==> src/design/occr_consts.svh <==
`ifndef OCCR_CONSTS_SVH
`define OCCR_CONSTS_SVH

// Register addresses: set/clear pairs, then plain read/write registers
`define OCCR_MISC_SET_ADDR      8'h18
`define OCCR_MISC_CLR_ADDR      8'h19
`define OCCR_AUDIO_SET_ADDR     8'h1A
`define OCCR_AUDIO_CLR_ADDR     8'h1B
`define OCCR_TX_HIGH_ADDR       8'h1C
`define OCCR_TX_LOW_ADDR        8'h1D
`define OCCR_RX_RECOVERY_ADDR   8'h1E
`define OCCR_IRQ_DELAY_ADDR     8'h1F

// Misc control fields
`define OCCR_MISC_BYPASS_DIS_BIT 0
`define OCCR_MISC_SRP_START_BIT  1
`define OCCR_MISC_DP_WEAK_BIT    2
`define OCCR_MISC_ID_PU_OFF_BIT  3
`define OCCR_MISC_LOW_VSEL_BIT   4
`define OCCR_MISC_IMPL_MASK      8'h1F
`define OCCR_MISC_RESET          8'h10

// Accessory audio control fields
`define OCCR_AUDIO_TX_EN_BIT     0
`define OCCR_AUDIO_RX_EN_BIT     1
`define OCCR_AUDIO_LBIAS_BIT     2
`define OCCR_AUDIO_RBIAS_BIT     3
`define OCCR_AUDIO_LSW_BIT       4
`define OCCR_AUDIO_RSW_BIT       5
`define OCCR_AUDIO_IMPL_MASK     8'h3F
`define OCCR_AUDIO_RESET         8'h00

// Timing register reset values
`define OCCR_TX_HIGH_RESET       8'h15
`define OCCR_TX_LOW_RESET        8'h2A
`define OCCR_RX_RECOVERY_RESET   8'h64
`define OCCR_IRQ_DELAY_RESET     8'hC8

// Time base
`define OCCR_CLK_PERIOD_NS       20
`define OCCR_TICK_NS             250000
`define OCCR_TICK_CYCLES         (`OCCR_TICK_NS / `OCCR_CLK_PERIOD_NS)

// Session-request phase lengths in microseconds, converted to 0.25 ms ticks
`define OCCR_TICK_US             250
`define OCCR_SRP_DP_US           7500
`define OCCR_SRP_CHRG_US         32000
`define OCCR_SRP_DISCH_US        13000
`define OCCR_SRP_DP_TICKS        (`OCCR_SRP_DP_US / `OCCR_TICK_US)
`define OCCR_SRP_CHRG_TICKS      (`OCCR_SRP_CHRG_US / `OCCR_TICK_US)
`define OCCR_SRP_DISCH_TICKS     (`OCCR_SRP_DISCH_US / `OCCR_TICK_US)

`endif

==> src/design/occr_pkg.sv <==
package occr_pkg;

	// Session-request sequencer states
	typedef enum logic [1:0] {
		OCCR_SRP_IDLE  = 2'b00,
		OCCR_SRP_DP    = 2'b01,
		OCCR_SRP_CHRG  = 2'b10,
		OCCR_SRP_DISCH = 2'b11
	} occr_srp_state_t;

	// Transmit pulse generator states
	typedef enum logic [1:0] {
		OCCR_TX_IDLE = 2'b00,
		OCCR_TX_HIGH = 2'b01,
		OCCR_TX_LOW  = 2'b10
	} occr_tx_state_t;

	// One register access from the serial front end
	typedef struct packed {
		logic       wr;
		logic [7:0] addr;
		logic [7:0] wdata;
	} occr_reg_req_t;

	// Analog switch and resistor controls
	typedef struct packed {
		logic regulator_low_voltage_select;
		logic regulator_bypass_on;
		logic id_pullup_on;
		logic dplus_weak_pullup_on;
		logic dplus_pullup_srp;
		logic vbus_charge_resistor;
		logic vbus_discharge_resistor;
		logic right_mic_switch_on;
		logic left_speaker_switch_on;
		logic right_line_bias_on;
		logic left_line_bias_on;
	} occr_analog_ctl_t;

endpackage : occr_pkg

==> src/design/occr_ctrl.sv <==
// Function
// - Low-voltage select only acts with UART pass-through; 0 gives 3.3 V, 1 gives 2.8 V.
// - Low-voltage select plus UART pass-through forces the bypass switch off.
// - Misc bit 3: zero keeps ID pull-up on, one turns it off.
// - Misc bit 2 connects the weak D+ pull-up while set.
// - Session request: D+ pull-up 7.5 ms, charge 32 ms, discharge 13 ms, in order.
// - Session-request start clears itself when done; writing zero does nothing.
// - Bypass-disable zero: bypass on below 3.6 V supply; one: bypass off.
// - Audio bit 5 closes right/mic switch, bit 4 left switch; bits 7:6 reserved.
// - Audio bit 3 biases right line, bit 2 biases left line.
// - Audio bit 1 enables pulse receive, bit 0 pulse transmit; all reset zero.
// - Transmit high pulse lasts programmed clock count; resets to 15h.
// - Transmit low pulse lasts programmed clock count; resets to 2Ah.
// - Receive recovery time is value times 0.25 ms, reset 64h, only with receive on.
// - Interrupt detection time is value times 0.25 ms, reset C8h.
// - Delay zero: flag follows pin low; else flag after pin low programmed time.
`timescale 1ns/1ps
`include "occr_consts.svh"

module occr_ctrl
	import occr_pkg::*;
#(
	parameter int TICK_CYCLES = `OCCR_TICK_CYCLES
) (
	input  wire logic             mclk_in,
	input  wire logic             rst_in,
	input  wire occr_reg_req_t    reg_req_in,
	output logic [7:0]            reg_rdata_out,
	input  wire logic             uart_pass_en_in,
	input  wire logic             vcc_below_3v6_in,
	input  wire logic             accessory_irq_pin_low_in,
	input  wire logic             tx_pulse_req_in,
	input  wire logic             rx_edge_in,
	output occr_analog_ctl_t      analog_ctl_out,
	output logic                  srp_busy_out,
	output logic                  dm_tx_active_out,
	output logic                  dm_tx_level_out,
	output logic                  rx_recovery_busy_out,
	output logic                  accessory_irq_flag_out
);

	// Refuse a prescaler length that the 16-bit divider cannot count
	if (TICK_CYCLES < 2 || TICK_CYCLES > 65536) begin : g_tick_check
		$error("TICK_CYCLES out of range");
	end

	localparam int NCH = 3;  // Timer channels: 0 session request, 1 receive, 2 interrupt

	// Registers
	logic [7:0]      misc_ff;
	logic [7:0]      audio_ff;
	logic [7:0]      tx_high_ff;
	logic [7:0]      tx_low_ff;
	logic [7:0]      rx_recovery_ff;
	logic [7:0]      irq_delay_ff;
	logic [1:0]      vcc_sync_ff;
	logic [1:0]      irq_sync_ff;
	occr_srp_state_t srp_state_ff;
	occr_srp_state_t nxt_srp_state;
	logic [7:0]      srp_ticks_ff;
	occr_tx_state_t  tx_state_ff;
	logic [7:0]      tx_cnt_ff;
	logic            tx_level_ff;
	logic            rx_busy_ff;
	logic [7:0]      rx_ticks_ff;
	logic [7:0]      irq_ticks_ff;
	logic            irq_flag_ff;
	logic [NCH-1:0]  tick;
	logic [NCH-1:0]  tick_restart;

	// Address decode
	wire wr_misc_set  = reg_req_in.wr && reg_req_in.addr == `OCCR_MISC_SET_ADDR;
	wire wr_misc_clr  = reg_req_in.wr && reg_req_in.addr == `OCCR_MISC_CLR_ADDR;
	wire wr_audio_set = reg_req_in.wr && reg_req_in.addr == `OCCR_AUDIO_SET_ADDR;
	wire wr_audio_clr = reg_req_in.wr && reg_req_in.addr == `OCCR_AUDIO_CLR_ADDR;
	wire wr_tx_high   = reg_req_in.wr && reg_req_in.addr == `OCCR_TX_HIGH_ADDR;
	wire wr_tx_low    = reg_req_in.wr && reg_req_in.addr == `OCCR_TX_LOW_ADDR;
	wire wr_rx_rec    = reg_req_in.wr && reg_req_in.addr == `OCCR_RX_RECOVERY_ADDR;
	wire wr_irq_dly   = reg_req_in.wr && reg_req_in.addr == `OCCR_IRQ_DELAY_ADDR;

	// Synchronised pin levels
	wire vcc_low  = vcc_sync_ff[1];
	wire irq_low  = irq_sync_ff[1];

	// Field views
	wire low_vsel   = misc_ff[`OCCR_MISC_LOW_VSEL_BIT];
	wire bypass_dis = misc_ff[`OCCR_MISC_BYPASS_DIS_BIT];
	wire tx_en      = audio_ff[`OCCR_AUDIO_TX_EN_BIT];
	wire rx_en      = audio_ff[`OCCR_AUDIO_RX_EN_BIT];

	// Session request: start on a one written at the set address, done at end of discharge
	wire srp_start = wr_misc_set && reg_req_in.wdata[`OCCR_MISC_SRP_START_BIT];
	wire srp_abort = wr_misc_clr && reg_req_in.wdata[`OCCR_MISC_SRP_START_BIT];
	wire srp_done  = srp_state_ff == OCCR_SRP_DISCH && tick[0] &&
		srp_ticks_ff == 8'(`OCCR_SRP_DISCH_TICKS - 1);

	// Set/clear update; a sequencer restart in the completion cycle keeps the bit set
	wire [7:0] misc_wset = wr_misc_set ? reg_req_in.wdata : 8'h00;
	wire [7:0] misc_wclr = wr_misc_clr ? reg_req_in.wdata : 8'h00;
	wire [7:0] misc_auto = srp_done ? (8'h01 << `OCCR_MISC_SRP_START_BIT) : 8'h00;
	wire [7:0] nxt_misc  = ((misc_ff & ~misc_wclr & ~misc_auto) | misc_wset)
		& `OCCR_MISC_IMPL_MASK;
	wire [7:0] audio_wset = wr_audio_set ? reg_req_in.wdata : 8'h00;
	wire [7:0] audio_wclr = wr_audio_clr ? reg_req_in.wdata : 8'h00;
	wire [7:0] nxt_audio  = ((audio_ff & ~audio_wclr) | audio_wset)
		& `OCCR_AUDIO_IMPL_MASK;

	// Read mux; both addresses of a pair return the current value, unmapped reads zero
	assign reg_rdata_out =
		(reg_req_in.addr == `OCCR_MISC_SET_ADDR  ||
		 reg_req_in.addr == `OCCR_MISC_CLR_ADDR)   ? misc_ff :
		(reg_req_in.addr == `OCCR_AUDIO_SET_ADDR ||
		 reg_req_in.addr == `OCCR_AUDIO_CLR_ADDR)  ? audio_ff :
		(reg_req_in.addr == `OCCR_TX_HIGH_ADDR)     ? tx_high_ff :
		(reg_req_in.addr == `OCCR_TX_LOW_ADDR)      ? tx_low_ff :
		(reg_req_in.addr == `OCCR_RX_RECOVERY_ADDR) ? rx_recovery_ff :
		(reg_req_in.addr == `OCCR_IRQ_DELAY_ADDR)   ? irq_delay_ff : 8'h00;

	// Register storage
	always_ff @(posedge mclk_in) begin
		if (rst_in) begin
			misc_ff        <= `OCCR_MISC_RESET;
			audio_ff       <= `OCCR_AUDIO_RESET;
			tx_high_ff     <= `OCCR_TX_HIGH_RESET;
			tx_low_ff      <= `OCCR_TX_LOW_RESET;
			rx_recovery_ff <= `OCCR_RX_RECOVERY_RESET;
			irq_delay_ff   <= `OCCR_IRQ_DELAY_RESET;
		end else begin
			misc_ff        <= nxt_misc;
			audio_ff       <= nxt_audio;
			tx_high_ff     <= wr_tx_high ? reg_req_in.wdata : tx_high_ff;
			tx_low_ff      <= wr_tx_low  ? reg_req_in.wdata : tx_low_ff;
			rx_recovery_ff <= wr_rx_rec  ? reg_req_in.wdata : rx_recovery_ff;
			irq_delay_ff   <= wr_irq_dly ? reg_req_in.wdata : irq_delay_ff;
		end
	end

	// Two-flop synchronisers for the analog comparator levels
	always_ff @(posedge mclk_in) begin
		if (rst_in) begin
			vcc_sync_ff <= 2'b00;
			irq_sync_ff <= 2'b00;
		end else begin
			vcc_sync_ff <= {vcc_sync_ff[0], vcc_below_3v6_in};
			irq_sync_ff <= {irq_sync_ff[0], accessory_irq_pin_low_in};
		end
	end

	// Restartable 0.25 ms prescalers, one per timer so every interval starts on a full tick
	assign tick_restart[0] = srp_start;
	assign tick_restart[1] = rx_en && rx_edge_in;
	assign tick_restart[2] = !irq_low;
	genvar g;
	generate
		for (g = 0; g < NCH; g++) begin : g_tick
			logic [15:0] div_ff;
			assign tick[g] = div_ff == 16'(TICK_CYCLES - 1);
			always_ff @(posedge mclk_in) begin
				if (rst_in || tick_restart[g] || tick[g]) begin
					div_ff <= 16'h0000;
				end else begin
					div_ff <= div_ff + 16'h0001;
				end
			end
		end
	endgenerate

	// Session-request sequencer, phases counted in ticks
	always_comb begin
		nxt_srp_state = srp_state_ff;
		case (srp_state_ff)
			OCCR_SRP_IDLE: begin
				nxt_srp_state = OCCR_SRP_IDLE;
			end
			OCCR_SRP_DP: begin
				if (tick[0] && srp_ticks_ff == 8'(`OCCR_SRP_DP_TICKS - 1)) begin
					nxt_srp_state = OCCR_SRP_CHRG;
				end
			end
			OCCR_SRP_CHRG: begin
				if (tick[0] && srp_ticks_ff == 8'(`OCCR_SRP_CHRG_TICKS - 1)) begin
					nxt_srp_state = OCCR_SRP_DISCH;
				end
			end
			OCCR_SRP_DISCH: begin
				if (srp_done) begin
					nxt_srp_state = OCCR_SRP_IDLE;
				end
			end
			default: begin
				nxt_srp_state = OCCR_SRP_IDLE;
			end
		endcase
		if (srp_abort) begin
			nxt_srp_state = OCCR_SRP_IDLE;
		end
		if (srp_start) begin
			nxt_srp_state = OCCR_SRP_DP;
		end
	end

	// Sequencer state and phase tick count
	always_ff @(posedge mclk_in) begin
		if (rst_in) begin
			srp_state_ff <= OCCR_SRP_IDLE;
			srp_ticks_ff <= 8'h00;
		end else begin
			srp_state_ff <= nxt_srp_state;
			if (srp_start || nxt_srp_state != srp_state_ff) begin
				srp_ticks_ff <= 8'h00;
			end else if (tick[0]) begin
				srp_ticks_ff <= srp_ticks_ff + 8'h01;
			end
		end
	end

	// Transmit pulse: high for the high count, then low for the low count
	always_ff @(posedge mclk_in) begin
		if (rst_in || !tx_en) begin
			tx_state_ff <= OCCR_TX_IDLE;
			tx_cnt_ff   <= 8'h00;
			tx_level_ff <= 1'b0;
		end else begin
			case (tx_state_ff)
				OCCR_TX_IDLE: begin
					if (tx_pulse_req_in) begin
						tx_state_ff <= OCCR_TX_HIGH;
						tx_cnt_ff   <= 8'h01;
						tx_level_ff <= 1'b1;
					end
				end
				OCCR_TX_HIGH: begin
					if (tx_cnt_ff >= tx_high_ff) begin
						tx_state_ff <= OCCR_TX_LOW;
						tx_cnt_ff   <= 8'h01;
						tx_level_ff <= 1'b0;
					end else begin
						tx_cnt_ff <= tx_cnt_ff + 8'h01;
					end
				end
				OCCR_TX_LOW: begin
					if (tx_cnt_ff >= tx_low_ff) begin
						tx_state_ff <= OCCR_TX_IDLE;
						tx_cnt_ff   <= 8'h00;
					end else begin
						tx_cnt_ff <= tx_cnt_ff + 8'h01;
					end
				end
				default: begin
					tx_state_ff <= OCCR_TX_IDLE;
					tx_cnt_ff   <= 8'h00;
					tx_level_ff <= 1'b0;
				end
			endcase
		end
	end

	// Receive polarity recovery: a new edge restarts the window
	always_ff @(posedge mclk_in) begin
		if (rst_in || !rx_en) begin
			rx_busy_ff  <= 1'b0;
			rx_ticks_ff <= 8'h00;
		end else if (rx_edge_in) begin
			rx_busy_ff  <= rx_recovery_ff != 8'h00;
			rx_ticks_ff <= 8'h00;
		end else if (rx_busy_ff && tick[1]) begin
			rx_ticks_ff <= rx_ticks_ff + 8'h01;
			if (rx_ticks_ff + 8'h01 >= rx_recovery_ff) begin
				rx_busy_ff <= 1'b0;
			end
		end
	end

	// Interrupt debounce; the count saturates so a long low never wraps
	always_ff @(posedge mclk_in) begin
		if (rst_in || !irq_low) begin
			irq_ticks_ff <= 8'h00;
			irq_flag_ff  <= 1'b0;
		end else if (irq_delay_ff == 8'h00) begin
			irq_flag_ff <= 1'b1;
		end else if (tick[2] && !irq_flag_ff) begin
			irq_ticks_ff <= irq_ticks_ff + 8'h01;
			if (irq_ticks_ff + 8'h01 >= irq_delay_ff) begin
				irq_flag_ff <= 1'b1;
			end
		end
	end

	// Analog controls; bypass follows the synchronised supply level and is forced off by low-voltage select with UART pass-through
	assign analog_ctl_out.regulator_low_voltage_select = low_vsel && uart_pass_en_in;
	assign analog_ctl_out.regulator_bypass_on = vcc_low && !bypass_dis &&
		!(low_vsel && uart_pass_en_in);
	assign analog_ctl_out.id_pullup_on = !misc_ff[`OCCR_MISC_ID_PU_OFF_BIT];
	assign analog_ctl_out.dplus_weak_pullup_on = misc_ff[`OCCR_MISC_DP_WEAK_BIT];
	assign analog_ctl_out.dplus_pullup_srp = srp_state_ff == OCCR_SRP_DP;
	assign analog_ctl_out.vbus_charge_resistor = srp_state_ff == OCCR_SRP_CHRG;
	assign analog_ctl_out.vbus_discharge_resistor = srp_state_ff == OCCR_SRP_DISCH;
	assign analog_ctl_out.right_mic_switch_on = audio_ff[`OCCR_AUDIO_RSW_BIT];
	assign analog_ctl_out.left_speaker_switch_on = audio_ff[`OCCR_AUDIO_LSW_BIT];
	assign analog_ctl_out.right_line_bias_on = audio_ff[`OCCR_AUDIO_RBIAS_BIT];
	assign analog_ctl_out.left_line_bias_on = audio_ff[`OCCR_AUDIO_LBIAS_BIT];

	// Status outputs
	assign srp_busy_out           = srp_state_ff != OCCR_SRP_IDLE;
	assign dm_tx_active_out       = tx_state_ff != OCCR_TX_IDLE;
	assign dm_tx_level_out        = tx_level_ff;
	assign rx_recovery_busy_out   = rx_busy_ff;
	assign accessory_irq_flag_out = irq_flag_ff;

endmodule : occr_ctrl

==> config.mk <==
export PLATFORM = sky130hd
export DESIGN_NAME = occr_ctrl
export DESIGN_NICKNAME = d
export VERILOG_FILES = /design/src/design/occr_pkg.sv /design/src/design/occr_ctrl.sv
export VERILOG_INCLUDE_DIRS = /design/src /design/src/design
export SDC_FILE = /design/constraint.sdc
export NUM_CORES = 1
export LEC_CHECK = 0
export BUFFER_PORTS_ARGS = -buffer_cell sky130_fd_sc_hd__buf_2
export CAP_MARGIN = 25
export CORE_MARGIN = 2
export CORE_UTILIZATION = 45
export CTS_CLUSTER_DIAMETER = 80
export DETAILED_ROUTE_END_ITERATION = 10
export GPL_TIMING_DRIVEN = 1
export PLACE_DENSITY = 0.6
export SYNTH_ARGS = -nofsm -noshare
export SYNTH_HDL_FRONTEND = slang
export SYNTH_SLANG_ARGS = --single-unit
==> constraint.sdc <==
create_clock -name mclk_in -period 2.7 [get_ports mclk_in]
set_input_delay 0.54 -clock mclk_in [delete_from_list [all_inputs] [get_ports mclk_in]]
set_output_delay 0.54 -clock mclk_in [all_outputs]
set_load 0.005 [all_outputs]
==> impl_metrics.ini, run 1 <==
[worst_hold_path]
hold_path_class = primary input to flop
min_to = vcc_sync_ff[0]
worstHoldPathCells = 2
min_from = vcc_below_3v6_in

[power_and_ir_drop]
power.leakage_nw = 3.419
power_density_nw_per_um2 = 534.3
ir_worst_vdd_v = 0.0004410

[synthesis]
ys_seq_elements = 134
synth_area_per_cell_sq_um = 8.855
synth_edf_count = 0
yosysSeqAreaShare = 0.3777
yosysUniqueCellTypes = 65
ys.flop_type = dfxtp_1
syn-cell-area_sq_um = 7102
synth_warnings = 0
syn_nets = 866
synthArstFlopShare = 0
syn_inst = 802

[sta]
final.min_clock_period_ps = 2498
finalSetupViolCount = 0
fin_skew_ps = 7.936
slew_headroom = 0.5397
post-route-period-util = 0.9252
tns_ps = 0
worst_slew_pin_slew_ps = 685.2
hold_viol = 0
slew_violations = 0
fmax_mhz = 400.3
grt_setup_unrepaired = no

[clocking]
clockBufferDepth = 2
cts-htree-levels = 4
cts-buffers-inserted = 17
cts_tree = yes
clock_latency_ps = 410
cts.repair.resized = 0
post_cts.repair.setup_buffers = 0
cts_hold_buf = 0
clk_pin_slew_worst_paths_ps = 50
root_buffer = clkbuf_16
cts.sinks = 134

[setup_path]
required_ps = 2980
cp_slowest_stage_delay_ps = 520
crit_buf_inv = 0
cp_top_family = simple AND/OR/NAND/NOR gates
cp_max_fo = 8
endpoint_kind = flop
crit_cells = 6
rr_startpoint = g_tick[0].div_ff[0]
path_cells = ha_1, or3b_2, nor4_4, nand4_2, a31oi_4, nor4_1
r2r_cells = 6
critPathSlowestCell = or3b_2
arrival_ps = 2770
r2r_end = srp_ticks_ff[3]
criticalPathCategory = flop to flop
rrSetupSlack_ps = 200
worst_setup_path_start_kind = flop

[place]
gp_congestion = 0.8416
hpwl_microns = 12210
io_buffers = 47
placed_cell_area_sq_um = 7548

[route]
vias = 5730
drt_iter0_markers = 215
drc = 0
wire_per_inst_microns = 15.35
wirelength_microns = 16390
routed_via_density = 5.365
ant_nets = 0
drt_first_pass_iters = 4

[flow_run]
maxCapViolations = 0

[finish]
antenna_cells = 0
final_cell_area_sq_um = 8095
fillers = 1462
syn2layout_area_growth_pct = 13.99
drive_gt1_frac = 0.1225
layout.nets = 911

[floorplan]
pin_count = 48
placementRows = 45
fp.dieW_microns = 129.6
dieArea_sq_um = 16800
start_util = 0.4637
core_region_area_sq_um = 15310
die_h_microns = 129.6

[run_status]
status = completed

[global_routing]
first_global_vias = 5655
grt_max_degree = 53
gr-total-overflow = 0
grt_use_total = 0.2054
grt_first_pass_wirelength_microns = 27210
antenna_found_initial = 0
==> cells in the mapped netlist (all sizes together), types with 2 or more instances <==
cell,number,share of area
nor4,17,0.022
nor4b,4,0.0049
o221ai,2,0.0025
dfxtp,134,0.38
nor2,127,0.067
or3,4,0.0035
a211oi,6,0.0063
a31oi,6,0.0074
or2,2,0.0018
o21ai,12,0.0085
o21a,2,0.0021
nor3,16,0.011
xnor2,19,0.023
a21boi,4,0.0058
mux4,8,0.025
nand2b,10,0.0088
or4b,4,0.0062
nand4,15,0.014
nor2b,11,0.0097
a21oi,18,0.013
a211o,13,0.016
xor2,58,0.072
o211ai,2,0.0021
mux2i,33,0.047
nand2,45,0.024
and3,22,0.019
or3b,2,0.0025
or4,4,0.0048
and4b,2,0.0028
a311o,2,0.0028
ha,40,0.070
and4,5,0.0062
nor4bb,2,0.0028
nand3,43,0.030
a21o,4,0.0042
buf,15,0.012
clkbuf,17,0.0090
inv,48,0.025
and2,9,0.0079
nor3b,2,0.0021
==> through the flow <==
stage / worst slack [ps] / hold slack (ps) / std cells / utilization / total power [mW]
CTS: 187.4 / 331.1 / 1068 / 0.5286 / 4.384
detailed placement: 195.4 / 423.9 / 1039 / 0.4929 / 2.185
global placement: 289.8 / 417.0 / 1039 / 0.4929 / 2.181
floorplan: 395.5 / 413.8 / 802 / - / 2.125
finish: 201.9 / 350.2 / 1068 / 0.5286 / 4.325
global route: 33.53 / 365.4 / 1068 / 0.5286 / 4.495
==> power by group <==
group	internal, mW	switching [mW]	total (mW)	leakage, nW
logic	0.0555	0.0859	0.141	2.07
registers	1.99	0.0104	2.00	1.08
clock network	1.39	0.795	2.18	0.270
==> registers in the layout, indices dropped and copies added, names as in the netlist <==
register	flops
g_tick.div_ff	48
irq_delay_ff	8
irq_ticks_ff	8
rx_recovery_ff	8
rx_ticks_ff	8
srp_ticks_ff	8
tx_cnt_ff	8
tx_high_ff	8
tx_low_ff	8
audio_ff	6
misc_ff	5
irq_sync_ff	2
srp_state_ff	2
tx_state_ff	2
vcc_sync_ff	2
accessory_irq_flag_out	1
dm_tx_level_out	1
rx_recovery_busy_out	1
==> routing by layer <==
metal / part of all wire / track usage / up-vias
met3: 0.040 / 0.04996 / 20
met5: 0 / 0 / -
met1: 0.44 / 0.2420 / 2743
met2: 0.50 / 0.3600 / 88
li1: - / - / 2879
met4: 0.020 / 0.07970 / 0
==> cell usage in the layout (no fill, tap or decap), types with 5 or more instances in the layout <==
cell type | netlist | final
nand4_1 | 14 | 14
xor2_1 | 58 | 58
and2_1 | 9 | 9
o21ai_0 | 11 | 11
buf_4 | 5 | 10
nor4_1 | 12 | 12
mux2i_1 | 33 | 33
nand2_1 | 45 | 45
a21oi_1 | 18 | 18
buf_2 | 7 | 47
xnor2_1 | 19 | 19
and3_1 | 22 | 22
nor3_1 | 16 | 16
clkbuf_1 | 17 | 5
nand3_1 | 43 | 43
a211o_1 | 13 | 13
a211oi_1 | 6 | 6
clkbuf_16 | 0 | 17
mux4_2 | 8 | 8
nand2b_1 | 10 | 10
and4_1 | 5 | 5
ha_1 | 40 | 40
inv_1 | 48 | 48
nor2_1 | 127 | 127
nor2b_1 | 11 | 11
a31oi_1 | 5 | 5
dfxtp_1 | 134 | 134
==> worst max path at each step <==
stage,startpoint,to,slack [ps]
floorplan,reg_req_in[9],reg_rdata_out[4],400
global placement,reg_req_in[14],irq_delay_ff[6],290
detailed placement,g_tick[0].div_ff[0],srp_ticks_ff[3],200
CTS,g_tick[0].div_ff[0],srp_ticks_ff[3],190
global route,g_tick[0].div_ff[0],srp_ticks_ff[4],30
finish,g_tick[0].div_ff[0],srp_ticks_ff[3],200
==> cell type report <==
| cell class | count | area (sq um) | area share |
|---|---|---|---|
| Clock buffer | 24 | 471.7 | 0.05827 |
| Clock inverter | 5 | 75.07 | 0.009274 |
| Sequential cell | 134 | 2683 | 0.3314 |
| Tap cell | 211 | 264.0 | 0.03261 |
| Timing Repair Buffer | 58 | 330.3 | 0.04080 |
| Multi-Input combinational cell | 588 | 4091 | 0.5054 |
| Inverter | 48 | 180.2 | 0.02226 |
==> cells by family after synthesis <==
logic type | synth area share
AND/OR/NAND/NOR | 0.2556
multiplexers | 0.07347
adder cells (fa/ha/maj) | 0.07047
flip-flops | 0.3777
XOR/XNOR | 0.09496
AO/OA/AOI/OAI | 0.08157
buffers and inverters | 0.04616
Power figures use the tool's default switching activity.
==> inputs of run 2 (changes only) <==
--- a/config.mk
+++ b/config.mk
@@ -8,12 +8,14 @@
 export LEC_CHECK = 0
 export BUFFER_PORTS_ARGS = -buffer_cell sky130_fd_sc_hd__buf_2
 export CAP_MARGIN = 25
+export CELL_PAD_IN_SITES_DETAIL_PLACEMENT = 1
+export CELL_PAD_IN_SITES_GLOBAL_PLACEMENT = 1
 export CORE_MARGIN = 2
 export CORE_UTILIZATION = 45
 export CTS_CLUSTER_DIAMETER = 80
 export DETAILED_ROUTE_END_ITERATION = 10
 export GPL_TIMING_DRIVEN = 1
-export PLACE_DENSITY = 0.6
+export PLACE_DENSITY = 0.75
 export SYNTH_ARGS = -nofsm -noshare
 export SYNTH_HDL_FRONTEND = slang
 export SYNTH_SLANG_ARGS = --single-unit
==> run 2 against run 1 <==
  * Global-route usage grew 3.1 points
  * Sequential share of layout area shrank 0.56 points
  * Hold slack lost 9.1 ps
  * Largest power group unchanged
==> impl_metrics.ini, run 2 (synthesis gave the netlist of run 1 again) <==
[clocking]
cts_tree = yes
cts-buffers-inserted = 17
cts_hold_buf = 0
clk_pin_slew_worst_paths_ps = 60
cts.repair.resized = 0
cts-htree-levels = 4
clock_latency_ps = 420
root_buffer = clkbuf_16
cts.sinks = 134
clockBufferDepth = 2
post_cts.repair.setup_buffers = 0

[power_and_ir_drop]
p_switching_uw = 956.0
p_int_mw = 3.758
power_density_nw_per_um2 = 572.4
ir_worst_vdd_v = 0.0004463
p_comb_frac = 0.031
clock_power_share = 0.544
seq_power_share = 0.425
swShare = 0.2028
power.leakage_nw = 3.503

[route]
routed_via_density = 5.500
drt_first_pass_iters = 4
ant_nets = 0
drt_iter0_markers = 229
wirelength_microns = 18660
drc = 0
wire_per_inst_microns = 17.34
vias = 5918

[finish]
stdcell_count = 1076
syn2layout_area_growth_pct = 15.96
antenna_cells = 0
final_cell_mix = 134 x dfxtp_1, 127 x nor2_1, 58 x xor2_1, 48 x inv_1, 47 x buf_2
final_cell_area_sq_um = 8235
largest_reg_flops = 48
layout.nets = 916
drive_gt1_frac = 0.1364
regMostFlops = g_tick.div_ff
layout_commonest_cell = dfxtp_1

[sta]
finalSetupViolCount = 0
worst_slew_pin_slew_ps = 774.4
fin_ws_ps = 179.3
fin_skew_ps = 7.534
slew_headroom = 0.4838
fmax_mhz = 396.7
grt_setup_unrepaired = no
hold_viol = 0
slew_violations = 0
tns_ps = 0
final.min_clock_period_ps = 2521
post-route-period-util = 0.9336

[global_routing]
gr-total-overflow = 0
first_global_vias = 6311
grt_use_total = 0.2360
grt_first_pass_wirelength_microns = 31390
grt_max_degree = 27
antenna_found_initial = 0

[floorplan]
pin_count = 48
die_h_microns = 129.6
dieArea_sq_um = 16800
start_util = 0.4637
placementRows = 45
core_region_area_sq_um = 15310
fp.dieW_microns = 129.6

[setup_path]
arrival_ps = 2820
rr_startpoint = g_tick[0].div_ff[0]
required_ps = 3000
endpoint_kind = flop
r2r_end = srp_ticks_ff[3]
criticalPathCategory = flop to flop
cp-startpoint = g_tick[0].div_ff[0]
rrSetupSlack_ps = 180
worst_setup_path_start_kind = flop
cp_max_fo = 8
r2r_cells = 6

[worst_hold_path]
min_to = vcc_sync_ff[0]
worstHoldPathCells = 2
min_from = vcc_below_3v6_in
hold_path_class = primary input to flop

[place]
placed_cells = 1044
gp_congestion = 0.8357
dp_slack_ps = 197.3
io_buffers = 47
hpwl_microns = 13780
placed_cell_area_sq_um = 7574

[run_status]
status = completed

[flow_run]
maxCapViolations = 0
==> run 2: changes by cell type in the layout (fill, tap and decap cells not counted) <==
cell,change
buf_12,-1
buf_4,+6
bufinv_16,+2
clkbuf_1,-5
clkbuf_8,+5
clkinv_2,+1
==> run 2: how the worst max path moves through the flow <==
| stage | endpoint | slack, ps | cells after the start |
|---|---|---|---|
| 2_1_floorplan | reg_rdata_out[4] | 400 | 5 |
| 3_3_place_gp | srp_ticks_ff[1] | 270 | 6 |
| 3_5_place_dp | srp_ticks_ff[1] | 200 | 6 |
| 4_1_cts | srp_ticks_ff[1] | 200 | 6 |
| 5_1_grt | srp_ticks_ff[1] | 30 | 6 |
| 6_report | srp_ticks_ff[3] | 180 | 6 |
==> run 2: critical path: stages, from the launching register on <==
cell	delay, ps
dfxtp_1	390
ha_1	190
or3b_2	530
nor4_4	460
nand4_2	330
a31oi_4	380
nor4_1	110
==> run 2: per-layer routing <==
metal / wire, microns / track usage / part of all wire / up-vias
met2: 9694 / 0.4275 / 0.52 / 75
met4: 286 / 0.08096 / 0.015 / 0
met1: 8188 / 0.2824 / 0.44 / 2933
li1: - / - / - / 2887
met3: 486 / 0.03922 / 0.026 / 23
met5: 0 / 0 / 0 / -
==> run 2: area by class of cell <==
| class | count | area, sq um |
|---|---|---|
| tap | 211 | 264.0 |
| multi-input combinational | 588 | 4091 |
| clock inverter | 8 | 140.1 |
| sequential | 134 | 2683 |
| fill | 1794 | 7079 |
| inverter | 48 | 180.2 |
| clock buffer | 24 | 521.8 |
| timing repair buffer | 63 | 355.3 |
==> run 2: stage by stage <==
step                      hold WS (ps)    util  total power [mW]
after global placement           416.9  0.4945             2.186
after detailed placement         436.3  0.4945             2.192
after global routing             352.7  0.5377             4.860
after CTS                        333.8  0.5377             4.758
after floorplan                  413.8       -             2.125
final                            341.1  0.5377             4.714
==> run 2: power groups by stage <==
stage          Clock, mW  Sequential (mW)  Combinational [mW]
2_1_floorplan          0             2.04              0.0847
3_3_place_gp           0             2.04               0.143
3_5_place_dp           0             2.04               0.148
4_1_cts             2.61             2.00               0.149
5_1_grt             2.70             2.00               0.161
6_report            2.56             2.00               0.148
==> inputs of run 3 (changes only) <==
--- a/config.mk
+++ b/config.mk
@@ -8,14 +8,13 @@
 export LEC_CHECK = 0
 export BUFFER_PORTS_ARGS = -buffer_cell sky130_fd_sc_hd__buf_2
 export CAP_MARGIN = 25
-export CELL_PAD_IN_SITES_DETAIL_PLACEMENT = 1
-export CELL_PAD_IN_SITES_GLOBAL_PLACEMENT = 1
 export CORE_MARGIN = 2
 export CORE_UTILIZATION = 45
 export CTS_CLUSTER_DIAMETER = 80
 export DETAILED_ROUTE_END_ITERATION = 10
 export GPL_TIMING_DRIVEN = 1
-export PLACE_DENSITY = 0.75
+export PLACE_DENSITY = 0.6
+export RECOVER_POWER = 100
 export SYNTH_ARGS = -nofsm -noshare
 export SYNTH_HDL_FRONTEND = slang
 export SYNTH_SLANG_ARGS = --single-unit
==> run 3 against run 2 <==
  * Utilization decreased by 1.4 points
  * Largest power group unchanged
  * Cell area decreased by 2.6%
  * First-iteration DRC count decreased by 10%
  * Combinational power decreased by 7%
  * Power decreased by 8.2%
  * Clock-buffer cell count unchanged
  * Fmax increased by 1.5%
  * Sequential share of layout area increased by 0.88 points
  * Via count decreased by 3.8%
  * Cell count decreased by 0.74%
  * Global-route usage decreased by 3.1 points
  * Clock skew increased by 0.81 ps
==> impl_metrics.ini, run 3 (synthesis gave the netlist of run 1 again) <==
[run_status]
status = completed

[setup_path]
worst_setup_path_start_kind = flop
rrSetupSlack_ps = 220
arrival_ps = 2760
critPathSlowestCell = or3b_2
cp_slowest_stage_delay_ps = 520
criticalPathCategory = flop to flop
path_cells = ha_1, or3b_2, nor4_4, nand4_2, a31oi_4, nor4_1
cp_max_fo = 8
required_ps = 2980
endpoint_kind = flop

[sta]
finalSetupViolCount = 0
grt_setup_unrepaired = no
slew_violations = 0
final.min_clock_period_ps = 2483
fmax_mhz = 402.8
fin_skew_ps = 8.346
holdWs_ps = 346.6
slew_headroom = 0.3018
fin_ws_ps = 217.3
hold_viol = 0
post-route-period-util = 0.9195
tns_ps = 0
worst_slew_pin_slew_ps = 1047

[route]
wirelength_microns = 16400
drt_iter0_markers = 206
drt_first_pass_iters = 6
ant_nets = 0
drc = 0
routed_via_density = 5.332
vias = 5695
wire_per_inst_microns = 15.35

[global_routing]
grt_max_degree = 53
first_global_vias = 5655
grt_use_met3 = 0.04996
met1_usage = 0.2420
grt_first_pass_wirelength_microns = 27210
grt_use_total = 0.2054
antenna_found_initial = 0
met2_usage = 0.3600
gr-total-overflow = 0
busiest_layer = met2

[finish]
multi_input_area_sq_um = 4079
final_cell_mix = 134 x dfxtp_1, 127 x nor2_1, 58 x xor2_1, 48 x inv_1, 45 x nand2_1
regMostFlops = g_tick.div_ff
largest_reg_flops = 48
antenna_cells = 0
layout_commonest_cell = dfxtp_1
seq_area_sq_um = 2683
fillers = 1480
layout.nets = 911
stdcell_count = 1068
drive_gt1_frac = 0.08868
syn2layout_area_growth_pct = 12.91

[floorplan]
start_util = 0.4637
dieArea_sq_um = 16800
fp.dieW_microns = 129.6
pin_count = 48
placementRows = 45
core_region_area_sq_um = 15310
die_h_microns = 129.6

[place]
io_buffers = 47
hpwl_microns = 12210
placed_cells = 1039
gp_congestion = 0.8416
dp_slack_ps = 195.4

[clocking]
cts_tree = yes
post_cts.repair.setup_buffers = 0
cts.repair.resized = 0
root_buffer = clkbuf_16
cts-htree-levels = 4
cts_hold_buf = 0
clock_latency_ps = 410
cts-buffers-inserted = 17
clockBufferDepth = 2
clk_pin_slew_worst_paths_ps = 50
cts.sinks = 134

[power_and_ir_drop]
ir_worst_vdd_v = 0.0004473
power_density_nw_per_um2 = 539.4
power.leakage_nw = 3.298

[worst_hold_path]
hold_path_class = primary input to flop

[flow_run]
maxCapViolations = 0
-- run 3: power by group --
| group | internal [mW] | switching, mW | leakage, nW | total [mW] |
|---|---|---|---|---|
| sequential | 1.99 | 0.0104 | 1.08 | 2.00 |
| clock | 1.39 | 0.800 | 0.270 | 2.19 |
| combinational | 0.0518 | 0.0856 | 1.95 | 0.137 |
-- run 3: cell type report --
cell class / instances / share of cell area
Clock buffer: 24 / 0.05882
Inverter: 48 / 0.02247
Tap cell: 211 / 0.03292
Multi-Input combinational cell: 588 / 0.5087
Sequential cell: 134 / 0.3345
Clock inverter: 5 / 0.009362
Timing Repair Buffer: 58 / 0.03323
-- run 3: worst paths after layout --
| check | startpoint | to | depth (start not counted) |
|---|---|---|---|
| worst min register to register | irq_sync_ff[0] | irq_sync_ff[1] | 1 |
| worst min-delay path | vcc_below_3v6_in | vcc_sync_ff[0] | 2 |
| worst max-delay path | g_tick[0].div_ff[0] | srp_ticks_ff[4] | 6 |
| worst max register to register | g_tick[0].div_ff[0] | srp_ticks_ff[4] | 6 |
-- run 3: layer usage --
layer  part of all wire  up-vias
met5                  0        -
met4              0.023        0
met3              0.037       24
met2               0.49       77
met1               0.45     2716
li1                   -     2878
-- run 3: per-stage QoR --
| step | util | total power [mW] | area, sq um |
|---|---|---|---|
| 6_report | 0.5236 | 4.326 | 8019 |
| 5_1_grt | 0.5236 | 4.491 | 8019 |
| 4_1_cts | 0.5286 | 4.384 | 8095 |
| 3_5_place_dp | 0.4929 | 2.185 | 7548 |
| 3_3_place_gp | 0.4929 | 2.181 | 7548 |
| 2_1_floorplan | - | 2.125 | 7102 |
-- run 3: critical path: cells and delay by family, from the launching register on --
| kind | cells | cell delay, ps |
|---|---|---|
| adders and majority gates | 1 | 260 |
| and+or+nand+nor | 4 | 1370 |
| DFF | 1 | 380 |
| AOI/OAI and AO/OA | 1 | 350 |
